## config.mk

```make
export PLATFORM = sky130hd
export DESIGN_NAME = bus_sizing_seq
export DESIGN_NICKNAME = d
export VERILOG_FILES = /design/src/logic/bus_sizing_pkg.sv /design/src/logic/bus_sizing_seq.sv /design/src/logic/bus_chunk_calc.sv
export VERILOG_INCLUDE_DIRS = /design/src /design/src/logic
export SDC_FILE = /design/constraint.sdc
export NUM_CORES = 1
export LEC_CHECK = 0
export CAP_MARGIN = 5
export CORE_MARGIN = 8
export CORE_UTILIZATION = 62
export DETAILED_ROUTE_END_ITERATION = 7
export DONT_BUFFER_PORTS = 1
export HOLD_SLACK_MARGIN = 0.03
export PLACE_DENSITY = 0.74
export SLEW_MARGIN = 20
export SYNTH_ARGS = -nofsm -noshare
export SYNTH_HDL_FRONTEND = slang
export SYNTH_SLANG_ARGS = --single-unit
```

## constraint.sdc

```tcl
create_clock -name clock -period 7.7 [get_ports clock]
set_input_delay 1.54 -clock clock [delete_from_list [all_inputs] [get_ports clock]]
set_output_delay 1.54 -clock clock [all_outputs]
set_load 0.02 [all_outputs]
```

## src/logic/bus_sizing_map.svh

```systemverilog
// Encodings and widths used by the dynamic bus sizing sequencer
`ifndef BUS_SIZING_MAP_SVH
`define BUS_SIZING_MAP_SVH

// Size output codes: bytes left to move in the current cycle
`define SIZE_LONG 2'h0
`define SIZE_BYTE 2'h1
`define SIZE_WORD 2'h2
`define SIZE_THREE 2'h3

// Acknowledge codes {port_ack_high, port_ack_low}, active high inside the block
`define ACK_WAIT 2'h0
`define ACK_PORT8 2'h1
`define ACK_PORT16 2'h2
`define ACK_PORT32 2'h3

// Operand byte counts
`define COUNT_BYTE 3'h1
`define COUNT_WORD 3'h2
`define COUNT_LONG 3'h4
`define COUNT_ZERO 3'h0

// Byte lane positions on the 32-bit data bus, lane 0 is bits 31:24
`define LANE_BITS 8
`define LOW_OFFSET_MASK 2'h3

`endif

```

## src/logic/bus_sizing_pkg.sv

```systemverilog
// Types shared by the bus sizing sequencer and its chunk calculator
package bus_sizing_pkg;

    typedef enum logic [1:0] {
        OPER_BYTE = 2'b01,
        OPER_WORD = 2'b10,
        OPER_LONG = 2'b00
    } oper_size_t;

    // One request from the execution side
    typedef struct packed {
        logic [31:0] addr;
        oper_size_t size;
        logic write;
        logic fetch;
        logic [31:0] data;
    } xfer_req_t;

    // Bus cycle outputs that stay steady for a whole cycle
    typedef struct packed {
        logic [31:0] addr;
        logic [1:0] size_code;
        logic write;
        logic [31:0] wdata;
    } bus_cycle_t;

    typedef enum logic [1:0] {
        ST_IDLE = 2'b00,
        ST_CYCLE = 2'b01,
        ST_DONE = 2'b10
    } seq_state_t;

    typedef struct packed {
        seq_state_t state;
        bus_cycle_t bus;
        logic bus_active;
        logic [2:0] remaining;
        logic [31:0] operand;
        logic [31:0] rdata;
        logic [2:0] cycles;
        logic done;
        logic addr_error;
        logic [31:0] fetch_hold;
        logic fetch_hold_valid;
        logic ready;
        logic misaligned;
        logic hold_load;
    } seq_state_vec_t;

endpackage

```

## src/logic/bus_sizing_seq.sv

```systemverilog
// Dynamic bus sizing sequencer: splits operands into sized bus cycles
//
// Summary of operation
// - Low two address outputs carry byte offset 0..3 from the long-word base.
// - First cycle of an aligned long write drives all four operand bytes.
// - Word-port ack after aligned long write gives second word cycle at offset two.
// - Word to byte port takes two cycles, size word then size byte.
// - Byte aligned anywhere; word misaligned if odd; long unless divisible by four.
// - Misaligned data is split at port boundaries into bus cycles, never a fault.
// - Instruction fetch from an odd address raises an address error.
// - Long at offset one to word port: three cycles, sizes long, three, byte.
// - Word at odd address to word port completes in exactly two cycles.
// - Long at offset three to 32-bit port: one byte, then three bytes.
// - Word cycle counts per offset and port follow the documented table.
// - Long cycle counts per offset and port follow the documented table.
// - Instruction prefetch always reads one long word at offset zero.
// - Odd-word instruction still fetches all 32 bits.
// - Fetched 32 bits are latched in a holding register for later use.
// - Size outputs give bytes still to move: byte, word, three, long.
`timescale 1ns/1ps
`include "bus_sizing_map.svh"
module bus_sizing_seq
    import bus_sizing_pkg::*;
#(
    // Data bus width in bits; the byte lane helpers serve 32 only
    parameter int DATA_W = 32
)
(
    // Clock and reset
    input wire logic clock,
    input wire logic rst,
    // Request side
    input wire logic req_valid,
    input wire xfer_req_t req,
    output logic req_ready,
    output logic done,
    output logic addr_error,
    output logic [31:0] rdata,
    output logic [2:0] cycles_used,
    output logic misaligned,
    // Instruction holding register
    output logic [31:0] fetch_hold,
    output logic fetch_hold_valid,
    // Bus side
    output logic bus_active,
    output logic [31:0] bus_addr,
    output logic xfer_size_bit0,
    output logic xfer_size_bit1,
    output logic bus_write,
    output logic [31:0] bus_wdata,
    input wire logic [31:0] bus_rdata,
    input wire logic port_ack_high,
    input wire logic port_ack_low
);
    // Registered state and its next value
    seq_state_vec_t s_r;
    seq_state_vec_t s_nxt;

    // Per-cycle helpers
    logic [1:0] port_width_acks;
    logic [2:0] moved;
    logic [2:0] req_count;
    logic req_misaligned;
    logic [31:0] placed;
    logic [31:0] merged;
    logic [31:0] next_addr;
    logic [2:0] next_left;

    // Byte lanes on the data bus
    localparam int LANES = DATA_W / `LANE_BITS;

    // Refuse a data bus the byte lane helpers cannot serve
    if (DATA_W != 32)
    begin : g_width_check
        $error("bus_sizing_seq serves a 32-bit data bus only");
    end

    assign port_width_acks = {port_ack_high, port_ack_low};

    // Bytes accepted by the slave in this cycle
    bus_chunk_calc chunk_calc (
        .offset(s_r.bus.addr[1:0]),
        .remaining(s_r.remaining),
        .ack_code(port_width_acks),
        .moved(moved)
    );

    // Size code to byte count and alignment check of a new request
    always_comb
    begin
        // Operand byte count
        case (req.size)
            OPER_BYTE: req_count = `COUNT_BYTE;
            OPER_WORD: req_count = `COUNT_WORD;
            default: req_count = `COUNT_LONG;
        endcase
        // Alignment by operand size
        case (req.size)
            OPER_BYTE: req_misaligned = 1'b0;
            OPER_WORD: req_misaligned = req.addr[0];
            default: req_misaligned = |req.addr[1:0];
        endcase
    end

    // Place the remaining operand bytes, high first, from the current lane
    function automatic logic [31:0] place_bytes(input logic [31:0] op,
                                                input logic [2:0] left,
                                                input logic [1:0] off);
        logic [31:0] bytes;
        logic [31:0] out;
        bytes = op << (`LANE_BITS * (3'h4 - left));
        out = 32'h0;
        for (int lane = 0; lane < LANES; lane++)
        begin
            // Lane holds the operand byte aimed at its byte address
            if (lane >= off)
                out[31 - lane*8 -: 8] = bytes[31 - (lane - off)*8 -: 8];
            // At offset two the upper half repeats the lower half for word ports
            else if (off == 2'h2)
                out[31 - lane*8 -: 8] = bytes[31 - lane*8 -: 8];
            // Elsewhere the first byte, where byte ports and odd word lanes look
            else
                out[31 - lane*8 -: 8] = bytes[31 -: 8];
        end
        return out;
    endfunction

    // Collect read bytes from the lanes the port width dictates
    function automatic logic [31:0] gather_bytes(input logic [31:0] acc,
                                                 input logic [31:0] d,
                                                 input logic [1:0] ack,
                                                 input logic [1:0] off,
                                                 input logic [2:0] n);
        logic [31:0] out;
        logic [1:0] lane;
        out = acc;
        for (int k = 0; k < LANES; k++)
        begin
            if (k < n)
            begin
                case (ack)
                    `ACK_PORT8: lane = 2'h0;
                    `ACK_PORT16: lane = {1'b0, off[0]} + k[1:0];
                    default: lane = off + k[1:0];
                endcase
                out = {out[23:0], d[31 - lane*8 -: 8]};
            end
        end
        return out;
    endfunction

    // Next address and remaining count after an acknowledge
    always_comb
    begin
        next_addr = s_r.bus.addr + {29'h0, moved};
        next_left = s_r.remaining - moved;
        placed = place_bytes(s_r.operand, next_left, next_addr[1:0]);
        merged = gather_bytes(s_r.rdata, bus_rdata, port_width_acks,
                              s_r.bus.addr[1:0], moved);
    end

    // Size code from bytes left
    function automatic logic [1:0] size_of(input logic [2:0] left);
        case (left)
            `COUNT_BYTE: return `SIZE_BYTE;
            `COUNT_WORD: return `SIZE_WORD;
            3'h3: return `SIZE_THREE;
            default: return `SIZE_LONG;
        endcase
    endfunction

    // Sequencer next state
    always_comb
    begin
        s_nxt = s_r;
        s_nxt.done = 1'b0;
        case (s_r.state)
            ST_IDLE:
            begin
                if (req_valid && s_r.ready)
                begin
                    // Fresh operation: clear the error and the read collector
                    s_nxt.addr_error = 1'b0;
                    s_nxt.rdata = 32'h0;
                    s_nxt.cycles = 3'h0;
                    // Misaligned data is flagged but still runs
                    s_nxt.misaligned = req_misaligned && !req.fetch;
                    // Fetches and aligned long reads refill the holding register
                    s_nxt.hold_load = req.fetch
                        || (!req.write && req.size == OPER_LONG && req.addr[1:0] == 2'h0);
                    if (req.fetch && req.addr[0])
                    begin
                        s_nxt.addr_error = 1'b1;
                        s_nxt.done = 1'b1;
                    end
                    else
                    begin
                        // Misaligned data proceeds with no fault
                        s_nxt.state = ST_CYCLE;
                        s_nxt.bus_active = 1'b1;
                        s_nxt.bus.write = req.write && !req.fetch;
                        s_nxt.operand = req.data;
                        if (req.fetch)
                        begin
                            // Whole long word from its base
                            s_nxt.bus.addr = {req.addr[31:2], 2'h0};
                            s_nxt.remaining = `COUNT_LONG;
                            s_nxt.bus.size_code = `SIZE_LONG;
                            s_nxt.fetch_hold_valid = 1'b0;
                        end
                        else
                        begin
                            s_nxt.bus.addr = req.addr;
                            s_nxt.remaining = req_count;
                            s_nxt.bus.size_code = size_of(req_count);
                        end
                        // Operand bytes up to the end of the long word driven from the first cycle
                        s_nxt.bus.wdata = place_bytes(req.data,
                            req.fetch ? `COUNT_LONG : req_count, req.addr[1:0]);
                    end
                end
            end
            ST_CYCLE:
            begin
                // Outputs held while the slave inserts wait states
                if (port_width_acks != `ACK_WAIT)
                begin
                    // Count the cycle and keep the bytes it brought
                    s_nxt.cycles = s_r.cycles + 3'h1;
                    s_nxt.rdata = merged;
                    if (next_left == `COUNT_ZERO)
                    begin
                        // Last bytes moved: close the operation
                        s_nxt.state = ST_DONE;
                        s_nxt.bus_active = 1'b0;
                        s_nxt.done = 1'b1;
                        if (s_r.hold_load)
                        begin
                            s_nxt.fetch_hold = merged;
                            s_nxt.fetch_hold_valid = 1'b1;
                        end
                    end
                    else
                    begin
                        // Follow-on cycle for the leftover bytes
                        s_nxt.bus.addr = next_addr;
                        s_nxt.remaining = next_left;
                        s_nxt.bus.size_code = size_of(next_left);
                        s_nxt.bus.wdata = placed;
                    end
                end
            end
            ST_DONE:
            begin
                // One recovery cycle before the next request
                s_nxt.state = ST_IDLE;
            end
            default:
            begin
                // Unused code falls back to idle
                s_nxt.state = ST_IDLE;
            end
        endcase

        // Ready is registered so that every output leaves a flip-flop
        s_nxt.ready = (s_nxt.state == ST_IDLE);
    end

    // State register
    always_ff @(posedge clock or posedge rst)
    begin
        if (rst)
        begin
            s_r <= '0;
        end
        else
        begin
            s_r <= s_nxt;
        end
    end

    // Request side results come straight from the state register
    assign req_ready = s_r.ready;
    assign done = s_r.done;
    assign addr_error = s_r.addr_error;
    assign rdata = s_r.rdata;
    assign cycles_used = s_r.cycles;
    assign misaligned = s_r.misaligned;

    // Instruction holding register
    assign fetch_hold = s_r.fetch_hold;
    assign fetch_hold_valid = s_r.fetch_hold_valid;

    // Bus cycle outputs
    assign bus_active = s_r.bus_active;
    assign bus_addr = s_r.bus.addr;
    assign xfer_size_bit0 = s_r.bus.size_code[0];
    assign xfer_size_bit1 = s_r.bus.size_code[1];
    assign bus_write = s_r.bus.write;
    assign bus_wdata = s_r.bus.wdata;
endmodule // bus_sizing_seq

```

## src/logic/bus_chunk_calc.sv

```systemverilog
// Bytes a slave can take this cycle from port width, offset and remaining count
`timescale 1ns/1ps
`include "bus_sizing_map.svh"
module bus_chunk_calc
    import bus_sizing_pkg::*;
(
    // Cycle context
    input wire logic [1:0] offset,
    input wire logic [2:0] remaining,
    input wire logic [1:0] ack_code,
    // Result
    output logic [2:0] moved
);
    logic [2:0] room;

    // Port room from the offset to the end of the port
    always_comb
    begin
        case (ack_code)
            `ACK_PORT8: room = `COUNT_BYTE;
            `ACK_PORT16: room = `COUNT_WORD - {2'h0, offset[0]};
            `ACK_PORT32: room = `COUNT_LONG - {1'b0, offset};
            default: room = `COUNT_ZERO;
        endcase
        moved = (remaining < room) ? remaining : room;
    end
endmodule // bus_chunk_calc

```

* Yosys cells after proc, flatten, opt, wreduce, memory -nomap -nowiden
Index checks and enable logic that the tools add are counted.
Widths: inputs -> output; s select.
** Word-level totals
- Bits in registers :: 178
- Output and inout port bits :: 140
- Word-level logic and storage cells :: 174
** Cells by class
- Add/subtract/negate cells :: 33
- Order comparisons :: 11
- Equal/unequal tests :: 21
- Shifts and indexed selects :: 14
- Muxes and demuxes :: 53
- Bitwise logic cells :: 1
- Reduce and logical (&&, ||, !) cells :: 24
** Operators with widths (count)
- $shiftx 39x33->8 :: 12
- $mux 32 :: 5
- $pmux 36 s2 :: 2
- $mux 142 :: 1
- $mux 36 :: 3
- $mux 105 :: 1
- $mux 8 :: 10
- $pmux 34 s2 :: 1
- $shl 32x32->32 :: 2
- $sub 6x6->7 const A :: 8
- $mux 34 :: 1
- $add 32x3->32 :: 1
- $sub 5x5->6 const A :: 4
- $pmux 2 s2 :: 5
- $ne 2x2->1 const B :: 7
- $eq 3x2->1 const B :: 4
- $mux 2 :: 6
- $pmux 2 s3 :: 2
- $sub 1x2->3 const A :: 4
- $sub 2x2->3 const A :: 4
- $eq 2x2->1 const B :: 5
- $reduce_and 5->1 :: 2
- $mux 3 :: 3
- $pmux 3 s3 :: 1
- 32 further kinds :: 63

* Longest topological paths before layout
- Depth after elaboration :: 14
- Depth in mapped cells :: 26
- Depth with buffers taken out :: 22

* By module
From an unflattened synthesis, not the netlist that was laid out.
** Unflattened totals
- Cell total of the unflattened synthesis :: 1812
- Area, all modules :: 15015.7 um^2
** Modules (own cells, without submodules)
- bus_sizing_seq :: instances 1, cells an instance 1791, area each 14858.0 um^2, seq. area each 4454.3 um^2
- bus_chunk_calc :: instances 1, cells an instance 21, area each 157.7 um^2, seq. area each 0.0 um^2

* Least setup slack after synthesis
OpenSTA, ideal clock, no wires.
- Path kind :: input-to-reg
- Start :: in port_ack_low
- End :: reg s_r (netlist bit bus_wdata[17])
- Library setup time :: 129 ps
- Arrival time :: 6170 ps
- Data required time :: 7571 ps
- Path slack :: 1401 ps
- Cell stages on the path :: 23
- Buffers on the path :: 5
- Path through :: inv_1 > ha_1 > nand2b_1 > a21oi_1 > inv_1 > ha_1 > nor3_1 > o31ai_4 > inv_2 > buf_1 > ha_1 > buf_2 > buf_2 > clkbuf_1 > inv_1 > ha_1 > buf_1 > mux4_2 > and2_1 > nor2_1 > a21oi_1 > a221oi_1 > nand2_1
** On the way
- Cells in the longest elaborated chain, start to end :: 12
- Elaborated cells between the ends (all ways) :: 25
** RTL lines
- from (decl) :: line bus_sizing_seq.sv:53 : input wire logic port_ack_low
- $eq 2x2->1 or $eq 2x1->1 (tied branches) :: line bus_chunk_calc.sv:19 : case (ack_code)
- $pmux 3 s3 :: line bus_chunk_calc.sv:19
- $lt 3x3->1 :: line bus_chunk_calc.sv:25 : moved = (remaining < room) ? remaining : room;
- $mux 3 :: line bus_chunk_calc.sv:25
- $add 32x3->32 or $sub 3x3->3 (tied branches) :: line bus_sizing_seq.sv:155, bus_sizing_seq.sv:156
- $sub 1x2->3 or $sub 3x3->4 (tied branches) :: line bus_sizing_seq.sv:117, bus_sizing_seq.sv:111
- $sub 6x6->7 or $shl 32x32->32 (tied branches) :: line bus_sizing_seq.sv:117, bus_sizing_seq.sv:111
- $shiftx 39x33->8 or $mux 8 (tied branches) :: line bus_sizing_seq.sv:117, bus_sizing_seq.sv:119
- $mux 8 :: line bus_sizing_seq.sv:116 : if (lane >= off)
- $mux 32 :: line bus_sizing_seq.sv:231 : if (next_left == `COUNT_ZERO)
- $mux 36 :: line bus_sizing_seq.sv:226 : if (port_width_acks != `ACK_WAIT)
- $pmux 36 s2 :: line bus_sizing_seq.sv:177 : case (s_r.state)
- to (signal assigned) :: line bus_sizing_seq.sv:278 : s_r <= s_nxt;
- to (decl) :: line bus_sizing_seq.sv:56 : seq_state_vec_t s_r;
Several ways; a longest one is shown, not always the timed one. The select of a mux whose other input is x is not followed.
A chain may end at the register's enable or synchronous reset.

* Worst setup path in the final report
- Start :: in port_ack_low
- End :: reg s_r (netlist bit fetch_hold[7])
** On the way
- Cells in the longest elaborated chain, start to end :: 9
- Elaborated cells between the ends (all ways) :: 34
** RTL lines
- $eq 2x2->1, or another cell as far along :: line bus_sizing_seq.sv:141, bus_chunk_calc.sv:19
- $pmux 2 s2 or $pmux 3 s3 (tied branches) :: line bus_sizing_seq.sv:141, bus_chunk_calc.sv:19
- $mux 2 or $lt 3x3->1 (tied branches) :: line bus_sizing_seq.sv:139, bus_chunk_calc.sv:25
- $sub 5x5->6 or $mux 3 (tied branches) :: line bus_sizing_seq.sv:146, bus_chunk_calc.sv:25
- $shiftx 39x33->8 or $lt 1x3->1 (tied branches) :: line bus_sizing_seq.sv:146, bus_sizing_seq.sv:139
- $mux 32 (4 in series) :: line bus_sizing_seq.sv:139 : if (k < n)
Several ways; a longest one is shown, not always the timed one. The select of a mux whose other input is x is not followed.

==> results.json <==
{
  "status": "complete, no violations",
  "ioPinCount": 245,
  "cts.clk_slew.worst_paths_ns": 0.08,
  "r2r-start": "bus_addr[0]$_DFFE_PP0P_",
  "crit_chain": "inv_1 -> ha_1 -> nand2b_1 -> a21oi_1 -> inv_1 -> ha_1 -> nor3_1 -> a211o_1 -> mux2_4 -> inv_2 -> fa_1 -> inv_1 -> ha_1 -> ha_1 -> nand2_1 -> a21boi_1 -> and2_1 -> nand2_1 -> a2111oi_0 -> a211oi_1",
  "start_util_pct": 63.0,
  "critical_path_required_ns": 8.00,
  "max_freq_ghz": 0.149,
  "die_x_um": 170,
  "slew_violations": 0,
  "post-dp-hpwl_mm": 38.5,
  "hold_violations": 0,
  "cp_common_cell": "ha_1",
  "chipHeight_um": 170,
  "grt-ovfl-total": 0,
  "syn2layout_area_growth_pct": -0.744,
  "grt_pass1_vias": 12667,
  "htreeDepth": 4,
  "hold_path.class": "reg -> reg",
  "routabilityCongestion": 1.01,
  "synth_warnings": 0,
  "final_nets": 1767,
  "rsz0062_at_grt": "no",
  "syn_area_um2": 14800,
  "regArea_um2": 4450,
  "ys_ff_latch": 178,
  "synth.area.top_cells": "dfrtp_1 30%, nand2_1 6.8%, buf_4 6.8%",
  "antennaDiodeCount": 0,
  "cts_tree": "done",
  "drtIter0Drc": 2378,
  "postSynth.asyncResetShare_pct": 100,
  "totalWireLength_mm": 52.4,
  "clockRootBuffer": "clkbuf_16",
  "drive_gt1_share_pct": 9.15,
  "vias": 13996,
  "hp-start": "s_r[104]$_DFFE_PP0P_",
  "crit_fanout": 20,
  "setup_viol": 0,
  "synth-main-ff-cell": "dfrtp_1",
  "timing.rr.end": "fetch_hold[7]$_DFFE_PP0P_",
  "grt_util_all_layers_pct": 35.3,
  "min_period_over_period_pct": 87.0,
  "preCtsSetupSlack_ns": 0.703,
  "io_buffers": 0,
  "worst_ep_arrival_time_ns": 7.00,
  "antenna_left": 0,
  "ys_types": 92,
  "clock_latency_ns": 0.45,
  "cts_hold_buffers": 0,
  "holdPathStages": 2,
  "cts_buffer_depth": 2,
  "grt_max_degree": 106,
  "synth_area_per_cell_um2": 8.10,
  "dr.pass1.iters": 6,
  "slew_headroom_pct": 28.8,
  "post-route-min-period_ns": 6.70,
  "drc": 0,
  "regToRegSetupSlack_ns": 1.23,
  "nFillCells": 2086,
  "critPathSlowestCell": "fa_1",
  "tightest_slew_ns": 1.07,
  "yosysTopAreaCell": "dfrtp_1",
  "synth_edf_count": 0,
  "fin_setup_tns_ns": 0,
  "crit_type": "in -> reg",
  "syn-num-nets": 1966,
  "min_to": "s_r[104]$_DFFE_PP0P_",
  "seq_area_frac_synth_pct": 30.1,
  "rows": 56,
  "post_cts_resized": 0,
  "cp_num_cells": 20,
  "finClkSkew_ns": 0.0161,
  "post-cts-setup-buffers": 0,
  "critPathTopFamily": "adder cells",
  "viasPerCell": 7.15,
  "multi_input_area_um2": 8660,
  "antenna_found_initial": 0,
  "dieArea_um2": 29100,
  "worst-path-buf-inv": 4,
  "cts_sinks": 178,
  "core-area_um2": 23500,
  "setup.worst_path.start_class": "input port",
  "cts_buffers": 17,
  "maxCapViolations": 0,
  "grt_pass1_wl_mm": 79.5,
  "final.setup.worst_slack_ns": 1.00,
  "yosysTopAreaCellShare_pct": 30.1,
  "endpoint_kind": "register",
  "max_stage_delay_ns": 0.58,
  "synth_cells": 1825,
  "wl_per_cell_um": 26.8,
  "r2r.worst_path.cells": 21
}
-- worst max path at each step --
| stage | end | slack (ns) | from |
|---|---|---|---|
| floorplan | addr_error$_DFFE_PP0P_ | 1.33 | rst |
| global placement | bus_wdata[9]$_DFFE_PP0P_ | 0.93 | port_ack_low |
| detailed placement | fetch_hold[7]$_DFFE_PP0P_ | 0.70 | port_ack_low |
| CTS | fetch_hold[7]$_DFFE_PP0P_ | 1.13 | port_ack_low |
| global route | fetch_hold[7]$_DFFE_PP0P_ | 0.59 | port_ack_low |
| finish | fetch_hold[7]$_DFFE_PP0P_ | 1.00 | port_ack_low |
-- per-stage QoR --
stage	instances	util, %	instance area [um^2]	hold slack [ns]
after detailed placement	1925	59.6	14000	0.503
final	1958	62.5	14700	0.550
after CTS	1957	62.4	14600	0.539
after global routing	1958	62.5	14700	0.558
after global placement	1925	59.6	14000	0.497
after floorplan	1825	-	14800	0.440
-- Yosys cell counts (all sizes together) (6+ instances only) --
library cell / number
a2111oi: 9
a211o: 16
a211oi: 19
a21oi: 115
a221o: 7
a221oi: 15
a22o: 13
a22oi: 44
a31o: 7
a31oi: 28
a32o: 7
a32oi: 9
and2: 15
and3: 19
buf: 164
clkbuf: 91
dfrtp: 178
ha: 34
inv: 59
mux2: 13
mux2i: 82
mux4: 19
nand2: 270
nand2b: 14
nand3: 43
nand4: 8
nor2: 114
nor2b: 19
nor3: 41
nor3b: 6
nor4: 6
o211ai: 30
o21ai: 169
o221ai: 12
o22ai: 25
o2bb2ai: 17
-- kinds of logic after synthesis --
family                     count (synthesis)  share of synthesized area [%]
and+or+nand+nor                          582                           18.2
DFF                                      178                           30.1
buffers and inverters                    315                           11.7
muxes                                    114                           9.48
adders and majority gates                 36                           3.15
xor gates and xnor gates                   6                          0.355
AOI/OAI and AO/OA                        594                           27.0
-- state kept, by name, summed over array words and instances, names as in the netlist --
name and cells:
xfer_size_bit0 1, bus_active 1, bus_write 1, s_r 38, xfer_size_bit1 1, fetch_hold_valid 1, rdata 32, cycles_used 3
bus_wdata 32, misaligned 1, req_ready 1, bus_addr 32, fetch_hold 32, addr_error 1, done 1
-- per-layer routing --
| metal | share of wire, % | global-route usage (%) |
|---|---|---|
| met1 | 42 | 50.3 |
| met2 | 41 | 49.5 |
| met3 | 15 | 14.1 |
| met4 | 1.8 | 7.17 |
| met5 | 0 | 0 |
-- area by class of cell --
type	count	area share, %
Multi-Input combinational cell	1332	59.0
Sequential cell	178	30.3
Clock buffer	17	2.90
Tap cell	319	2.72
Timing Repair Buffer	37	2.03
Inverter	60	1.57
Clock inverter	15	1.47
-- placed cells by master, fill, tap and decap left out, types with 29 or more instances in the layout --
cell type    n
a22oi_1     44
nor2_1     108
nor3_1      38
o21ai_0    162
dfrtp_1    178
mux2i_1     82
nand2_1    268
ha_1        34
buf_4       36
inv_1       56
o211ai_1    29
a21oi_1    114
nand3_1     43
-- tightest hold or removal path, cell delays in order (launching register included) --
cell     delay [ns]
dfrtp_1        0.40
nand2_1        0.07
nand2_1        0.06
Power is left out: the tool's default activity adds up to more than one toggle a clock period on the data nets, which glitch-free logic cannot reach.
